==> config.mk <==
export PLATFORM = sky130hd
export DESIGN_NAME = bcce_exec
export DESIGN_NICKNAME = d
export VERILOG_FILES = /design/src/design/bcce_exec.v
export VERILOG_INCLUDE_DIRS = /design/src /design/src/design
export SDC_FILE = /design/constraint.sdc
export NUM_CORES = 1
export LEC_CHECK = 0
export BUFFER_PORTS_ARGS = -buffer_cell sky130_fd_sc_hd__buf_2
export CORE_MARGIN = 1
export CORE_UTILIZATION = 50
export DETAILED_ROUTE_END_ITERATION = 16
export PLACE_DENSITY = 0.75
export SYNTH_ARGS = -nofsm -noshare
export SYNTH_HDL_FRONTEND = slang
export SYNTH_SLANG_ARGS = --single-unit
==> constraint.sdc <==
create_clock -name CORE_CLK_IN -period 10.4 [get_ports CORE_CLK_IN]
set_input_delay 0 -clock CORE_CLK_IN [delete_from_list [all_inputs] [get_ports CORE_CLK_IN]]
set_output_delay 0 -clock CORE_CLK_IN [all_outputs]
set_load 0.01 [all_outputs]
==> src/design/bcce_defs.vh <==
// constants for the branch, call, clear and complement execute block
//
// Overview of operation
// - upper byte 1110 0000 branches on zero, low byte offset -128..127
// - zero set loads pc plus two plus twice offset, else next word
// - untaken branch one cycle, taken two with nop, flags untouched
// - call is two words: 1110 110s k7..0, then 1111 k19..8
// - call pushes pc plus four, then loads 20-bit target into pc 20:1
// - shadow bit one copies accumulator, flags, bank select into shadows
// - call takes two cycles; second reads high target, writes pc
// - clear-register opcode 0110 101a, low byte selects data location
// - clear writes zero, sets zero flag, reads q2 writes q4
// - access bit zero uses access bank, one uses bank select register
// - extended set, access zero, address up to 5fh uses indexed offset
// - watchdog restart clears counter, postscaler, sets both status flags
// - complement inverts register to accumulator or register, sets n, z
`ifndef BCCE_DEFS_VH
`define BCCE_DEFS_VH
`define BCCE_OP_BRZERO    8'he0
`define BCCE_OP_CALL      7'h76
`define BCCE_OP_CALL2     4'hf
`define BCCE_OP_CLRREG    7'h35
`define BCCE_OP_COMPL     6'h07
`define BCCE_OP_WDRESTART 16'h0004
`define BCCE_ILO_MAX      8'h5f
`define BCCE_ACC_HI_BIT   8'h80
`define BCCE_ACC_HI_BANK  4'hf
`define BCCE_PC_RST       21'h000000
`define BCCE_REG_RST      8'h00
`define BCCE_FLAG_Z       2
`define BCCE_FLAG_N       4
`define BCCE_Q_DEC        2'h0
`define BCCE_Q_RD         2'h1
`define BCCE_Q_PROC       2'h2
`define BCCE_Q_WR         2'h3
`endif

==> src/design/bcce_exec.v <==
// execute logic for branch-on-zero, call, clear, watchdog restart, complement
`timescale 1ns/1ps
`include "bcce_defs.vh"
module bcce_exec (
    input  wire        CORE_CLK_IN,
    input  wire        SYS_RST_IN,
    input  wire [15:0] OPCODE_IN,
    input  wire        EXT_SET_EN_IN,
    input  wire [7:0]  ACCUM_IN,
    input  wire [7:0]  STATUS_IN,
    input  wire [3:0]  BANK_SELECT_IN,
    input  wire [7:0]  FSR2_BASE_IN,
    input  wire [7:0]  MEM_RDATA_IN,
    output wire [1:0]  QPHASE_OUT,
    output wire        FETCH_OUT,
    output wire [20:0] PC_OUT,
    output wire [20:0] STACK_PUSH_DATA_OUT,
    output wire        STACK_PUSH_OUT,
    output wire [11:0] MEM_ADDR_OUT,
    output wire        MEM_RD_OUT,
    output wire        MEM_WR_OUT,
    output wire [7:0]  MEM_WDATA_OUT,
    output wire        ACCUM_WR_OUT,
    output wire [7:0]  ACCUM_WDATA_OUT,
    output wire        STATUS_WR_OUT,
    output wire [7:0]  STATUS_WDATA_OUT,
    output wire [7:0]  ACCUMULATOR_SHADOW_OUT,
    output wire [7:0]  FLAGS_SHADOW_OUT,
    output wire [3:0]  BANK_SELECT_SHADOW_OUT,
    output wire        WATCHDOG_RESTART_OUT,
    output wire        TIMEOUT_FLAG_N_OUT,
    output wire        POWERDOWN_FLAG_N_OUT,
    output wire        ILLEGAL_OUT
);

    // =====================================================================
    // state codes
    localparam ST_EXEC  = 2'h0;
    localparam ST_NOP   = 2'h1;
    localparam ST_CALL2 = 2'h2;

    reg  [1:0]  q_reg;
    reg  [1:0]  state_reg;
    reg  [1:0]  state_next;
    reg  [15:0] ir_reg;
    reg  [20:0] pc_reg;
    reg  [20:0] pc_next;
    reg  [7:0]  acc_sh_reg;
    reg  [7:0]  ss_reg;
    reg  [3:0]  bs_reg;
    reg         shadow_reg;
    reg  [7:0]  klo_reg;
    reg  [20:0] push_data_reg;
    reg         push_reg;
    reg  [11:0] addr_reg;
    reg         rd_reg;
    reg         wr_reg;
    reg  [7:0]  wdata_reg;
    reg         acc_wr_reg;
    reg  [7:0]  acc_data_reg;
    reg         st_wr_reg;
    reg  [7:0]  st_data_reg;
    reg         wdog_reg;
    reg         to_n_reg;
    reg         pwrdn_n_reg;
    reg         ill_reg;
    reg  [7:0]  comp_val;
    reg  [7:0]  st_comp;
    reg  [11:0] addr_next;

    // =====================================================================
    // decode of the latched opcode
    wire        is_branch = ir_reg[15:8] == `BCCE_OP_BRZERO;
    wire        is_call  = ir_reg[15:9] == `BCCE_OP_CALL;
    wire        is_clear = ir_reg[15:9] == `BCCE_OP_CLRREG;
    wire        is_compl = ir_reg[15:10] == `BCCE_OP_COMPL;
    wire        is_wdog  = ir_reg == `BCCE_OP_WDRESTART;
    wire        in_exec  = state_reg == ST_EXEC;
    wire        zero_set = STATUS_IN[`BCCE_FLAG_Z];
    wire        taken    = in_exec && is_branch && zero_set;
    wire [20:0] offs2    = {{12{ir_reg[7]}}, ir_reg[7:0], 1'b0};

    // file address forming for byte instructions
    always @* begin
        if (!ir_reg[8] && EXT_SET_EN_IN && ir_reg[7:0] <= `BCCE_ILO_MAX) begin
            addr_next = {4'h0, FSR2_BASE_IN + ir_reg[7:0]};
        end else if (!ir_reg[8]) begin
            addr_next = {(ir_reg[7:0] >= `BCCE_ACC_HI_BIT) ?
                         `BCCE_ACC_HI_BANK : 4'h0, ir_reg[7:0]};
        end else begin
            addr_next = {BANK_SELECT_IN, ir_reg[7:0]};
        end
    end

    // complement result and its flags
    always @* begin
        comp_val = ~MEM_RDATA_IN;
        st_comp = STATUS_IN;
        st_comp[`BCCE_FLAG_N] = comp_val[7];
        st_comp[`BCCE_FLAG_Z] = (comp_val == 8'h00);
    end

    // =====================================================================
    // sequencing between instruction cycles
    always @* begin
        state_next = ST_EXEC;
        pc_next = pc_reg + 21'h000002;
        case (state_reg)
            ST_EXEC: begin
                if (taken) begin
                    pc_next = pc_reg + offs2;
                    state_next = ST_NOP;
                end else if (is_call) begin
                    state_next = ST_CALL2;
                end
            end
            ST_CALL2: begin
                // second word taken as operand only
                pc_next = {ir_reg[11:0], klo_reg, 1'b0};
            end
            default: begin
                state_next = ST_EXEC;
            end
        endcase
    end

    // quarter counter, pc and instruction register
    always @(posedge CORE_CLK_IN or posedge SYS_RST_IN) begin
        if (SYS_RST_IN) begin
            q_reg     <= `BCCE_Q_DEC;
            state_reg <= ST_EXEC;
            pc_reg    <= `BCCE_PC_RST;
            ir_reg    <= 16'h0000;
            klo_reg   <= `BCCE_REG_RST;
            shadow_reg <= 1'b0;
        end else begin
            q_reg <= q_reg + 2'h1;
            if (q_reg == `BCCE_Q_WR) begin
                state_reg <= state_next;
                pc_reg    <= pc_next;
                // nop cycle replaces the word fetched under a taken branch
                ir_reg <= taken ? 16'h0000 : OPCODE_IN;
                if (in_exec && is_call) begin
                    klo_reg    <= ir_reg[7:0];
                    shadow_reg <= ir_reg[8];
                end
            end
        end
    end

    // =====================================================================
    // data-path side effects per quarter
    always @(posedge CORE_CLK_IN or posedge SYS_RST_IN) begin
        if (SYS_RST_IN) begin
            push_data_reg <= `BCCE_PC_RST;
            push_reg <= 1'b0;
            addr_reg <= 12'h000;
            rd_reg <= 1'b0;
            wr_reg <= 1'b0;
            wdata_reg <= `BCCE_REG_RST;
            acc_wr_reg <= 1'b0;
            acc_data_reg <= `BCCE_REG_RST;
            st_wr_reg <= 1'b0;
            st_data_reg <= `BCCE_REG_RST;
            acc_sh_reg <= `BCCE_REG_RST;
            ss_reg <= `BCCE_REG_RST;
            bs_reg <= 4'h0;
            wdog_reg <= 1'b0;
            to_n_reg <= 1'b1;
            pwrdn_n_reg <= 1'b1;
            ill_reg <= 1'b0;
        end else begin
            push_reg <= 1'b0;
            rd_reg <= 1'b0;
            wr_reg <= 1'b0;
            acc_wr_reg <= 1'b0;
            st_wr_reg <= 1'b0;
            wdog_reg <= 1'b0;
            ill_reg <= 1'b0;
            if (in_exec && q_reg == `BCCE_Q_RD && (is_clear || is_compl)) begin
                addr_reg <= addr_next;
                rd_reg <= 1'b1;
            end
            if (in_exec && q_reg == `BCCE_Q_PROC) begin
                if (is_call) begin
                    // pc already points past word one
                    push_data_reg <= pc_reg + 21'h000002;
                    push_reg <= 1'b1;
                    if (ir_reg[8]) begin
                        acc_sh_reg <= ACCUM_IN;
                        ss_reg <= STATUS_IN;
                        bs_reg <= BANK_SELECT_IN;
                    end
                end
                if (is_clear) begin
                    wdata_reg <= `BCCE_REG_RST;
                    st_data_reg <= STATUS_IN |
                                   (8'h01 << `BCCE_FLAG_Z);
                end
                if (is_compl) begin
                    wdata_reg <= comp_val;
                    acc_data_reg <= comp_val;
                    st_data_reg <= st_comp;
                end
            end
            if (in_exec && q_reg == `BCCE_Q_WR) begin
                if (is_clear) begin
                    wr_reg <= 1'b1;
                    st_wr_reg <= 1'b1;
                end
                if (is_compl) begin
                    wr_reg <= ir_reg[9];
                    acc_wr_reg <= !ir_reg[9];
                    st_wr_reg <= 1'b1;
                end
                if (is_wdog) begin
                    wdog_reg <= 1'b1;
                    to_n_reg <= 1'b1;
                    pwrdn_n_reg <= 1'b1;
                end
                // a lone second call word is never executed
                if (ir_reg[15:12] == `BCCE_OP_CALL2) begin
                    ill_reg <= 1'b1;
                end
            end
        end
    end

    // =====================================================================
    // outputs
    assign QPHASE_OUT = q_reg;
    assign FETCH_OUT = q_reg == `BCCE_Q_WR;
    assign PC_OUT = pc_reg;
    assign STACK_PUSH_DATA_OUT = push_data_reg;
    assign STACK_PUSH_OUT = push_reg;
    assign MEM_ADDR_OUT = addr_reg;
    assign MEM_RD_OUT = rd_reg;
    assign MEM_WR_OUT = wr_reg;
    assign MEM_WDATA_OUT = wdata_reg;
    assign ACCUM_WR_OUT = acc_wr_reg;
    assign ACCUM_WDATA_OUT = acc_data_reg;
    assign STATUS_WR_OUT = st_wr_reg;
    assign STATUS_WDATA_OUT = st_data_reg;
    assign ACCUMULATOR_SHADOW_OUT = acc_sh_reg;
    assign FLAGS_SHADOW_OUT = ss_reg;
    assign BANK_SELECT_SHADOW_OUT = bs_reg;
    assign WATCHDOG_RESTART_OUT = wdog_reg;
    assign TIMEOUT_FLAG_N_OUT = to_n_reg;
    assign POWERDOWN_FLAG_N_OUT = pwrdn_n_reg;
    assign ILLEGAL_OUT = ill_reg;

endmodule // bcce_exec

==> metrics.yaml <==
setup_viol: 0
fillers: 1078
final_common_cell: "buf_2"
violations: "design-rule violations"
worst_setup_path_start_kind: "flip-flop"
grt_pass1_vias: 5817
crit_slowest_cell: "dfrtp_1"
rsz0062_at_grt: "false"
critPathRequiredTime_ns: 10.75
antenna_found_initial: 0
ant_nets: 0
holdBufCountCts: 45
ys_types: 60
grt_pass1_wl_um: 30100
clk_latency_ns: 0.42
synthCells: 744
firstDrtPassIters: 11
cts_tree: "built"
fin_total_pwr_mw: 1.49
wl_per_cell_um: 17.2
drive_gt1_frac: 0.234
utilization: 0.653
path_max_fanout: 18
die_height_um: 121
p_leak_nw: 4.22
synth-main-ff-cell: "dfrtp_1"
outcome: "finished with violations"
end_kind: "flip-flop"
async_reset_ff_frac: 1.00
cts_resized: 0
die_area_um2: 14600
path_cells: "ha_1, a21oi_1, o22ai_1, a211oi_1, nand2_1, a31oi_1, mux2_2, nand3_1"
synth-warning-count: 0
path_class: "flip-flop to flip-flop"
maxSlewViolCount: 0
fmax_ghz: 0.350
start_util: 0.511
vias: 6311
area.growth.synth_to_final_pct: 27.7
gp_congestion: 0.946
row_count: 43
cts.repair_timing.setup_buffer_count: 0
cts_buffer_depth: 2
cellPowerDensity_nw_per_um2: 165
core_um2: 13800
finalHoldViolCount: 0
grt_overflow: 0
grt_max_degree: 85
worst_pin_slew_ns: 0.949
clock_skew_ns: 0.00734
io_pins: 165
cts.sinks: 131
whs_ns: 0.0133
track_usage: 0.269
drc: 2
numPortBuffers: 160
slew_headroom: 0.367
clockRootBuffer: "clkbuf_16"
seq_area_frac_synth: 0.464
synth-edff-count: 0
fin_setup_tns_ns: 0
synth-seq-cells: 131
finalWirelength_um: 19400
nNetsFinal: 1019
avgSynthCellArea_um2: 9.50
syn_area_um2: 7070
crit_arrival_ns: 3.21
ir_drop_mv: 0.125
die_width_um: 121
finalCritPeriodShare: 0.275
hold_class: "input port to flip-flop"
rrSetupSlack_ns: 7.54
drt_iter0_markers: 561
cts_buffers: 17
vias_per_cell: 5.60
hpwl_um: 13100
critPathMaxStageDelay_ns: 0.77
max_cap_violations: 0
clkTransAtPathRegs_ns: 0.06
h-tree-depth: 4
final_cell_mix: "buf_2, dfrtp_1, nand2_1"
min_period_ns: 2.86
[stage by stage]
step / instance area, um2 / worst slack, ns / std cells
finish: 9030 / 7.54 / 1126
global route: 9030 / 7.39 / 1125
CTS: 9030 / 7.62 / 1125
detailed placement: 7950 / 7.63 / 1048
global placement: 7950 / 7.69 / 1048
floorplan: 7080 / 6.90 / 746
[metal layers]
layer / global-route usage / wire length [um] / vias up
li1: - / - / 3030
met1: 0.350 / 8290 / 3004
met2: 0.428 / 9220 / 233
met3: 0.0630 / 1340 / 44
met4: 0.117 / 518 / 0
met5: 0 / 0 / -
[power breakdown]
group,total (mW),switching (mW),internal [mW]
registers,0.595,0.0457,0.549
logic,0.264,0.145,0.119
clock network,0.629,0.225,0.404
[kinds of logic after synthesis]
group,count (synthesis),synth area share
muxes,40,0.0632
other,2,0.00106
adders and majority gates,32,0.0588
buffers and inverters,79,0.0478
DFF,131,0.464
AOI/OAI and AO/OA,201,0.174
xor gates and xnor gates,32,0.0397
and+or+nand+nor,227,0.152
[synthesized netlist by cell type (3+ instances only)]
| master | instances | area share |
|---|---|---|
| a31oi_1 | 8 | 0.0071 |
| mux2_2 | 17 | 0.027 |
| and3_1 | 11 | 0.0097 |
| a221oi_1 | 4 | 0.0050 |
| dfrtp_1 | 131 | 0.46 |
| buf_4 | 4 | 0.0042 |
| buf_1 | 4 | 0.0021 |
| nor2_1 | 69 | 0.037 |
| o21ai_0 | 50 | 0.035 |
| clkbuf_1 | 24 | 0.013 |
| nand3_1 | 17 | 0.012 |
| nand2b_1 | 6 | 0.0053 |
| a21boi_0 | 3 | 0.0032 |
| xnor2_1 | 14 | 0.017 |
| and2_1 | 3 | 0.0027 |
| inv_1 | 36 | 0.019 |
| nand2_1 | 73 | 0.039 |
| nor3_1 | 10 | 0.0071 |
| o31ai_1 | 5 | 0.0053 |
| nor4_1 | 6 | 0.0053 |
| mux2_1 | 20 | 0.032 |
| or3_1 | 4 | 0.0035 |
| o22ai_1 | 19 | 0.017 |
| a21oi_1 | 62 | 0.044 |
| nand4_1 | 12 | 0.011 |
| nor2b_1 | 5 | 0.0044 |
| a21o_1 | 8 | 0.0085 |
| a22o_1 | 4 | 0.0050 |
| o211ai_1 | 4 | 0.0042 |
| a22oi_1 | 8 | 0.0085 |
| mux2i_1 | 3 | 0.0042 |
| xor2_1 | 18 | 0.022 |
| o221ai_1 | 3 | 0.0037 |
| ha_1 | 30 | 0.053 |
| o21a_1 | 9 | 0.0096 |
| buf_2 | 8 | 0.0057 |
[final cells by class]
cell class	instances	area, um2	share of cell area
inverter	36	138	0.0152
tap	180	225	0.0249
clock inverter	10	145	0.0161
antenna	1	2.50	0.000277
sequential	131	3280	0.363
timing repair buffer	210	1290	0.143
clock buffer	22	484	0.0536
multi-input combinational	536	3470	0.384
[critical path, delay by kind of cell, from the launching register on]
| family | cells | cell delay [ns] |
|---|---|---|
| AO/OA/AOI/OAI | 4 | 0.96 |
| adder cells (fa/ha/maj) | 1 | 0.44 |
| flip-flops | 1 | 0.77 |
| multiplexers | 1 | 0.38 |
| AND/OR/NAND/NOR | 2 | 0.24 |
[path summary, 6_finish.rpt]
check | start | end | depth (start not counted)
max | ir_reg[7]$_DFFE_PP0P_ | PC_OUT[20]$_DFFE_PP0P_ | 8
min | FSR2_BASE_IN[0] | MEM_ADDR_OUT[0]$_DFFE_PP0P_ | 4
max reg2reg | ir_reg[7]$_DFFE_PP0P_ | PC_OUT[20]$_DFFE_PP0P_ | 8
min reg2reg | ACCUM_WDATA_OUT[5]$_DFFE_PP0P_ | ACCUM_WDATA_OUT[5]$_DFFE_PP0P_ | 2
max in group asynchronous | SYS_RST_IN | klo_reg[0]$_DFFE_PP0P_ | 4
min in group asynchronous | SYS_RST_IN | ACCUM_WDATA_OUT[4]$_DFFE_PP0P_ | 3
Power figures use the tool's default switching activity.
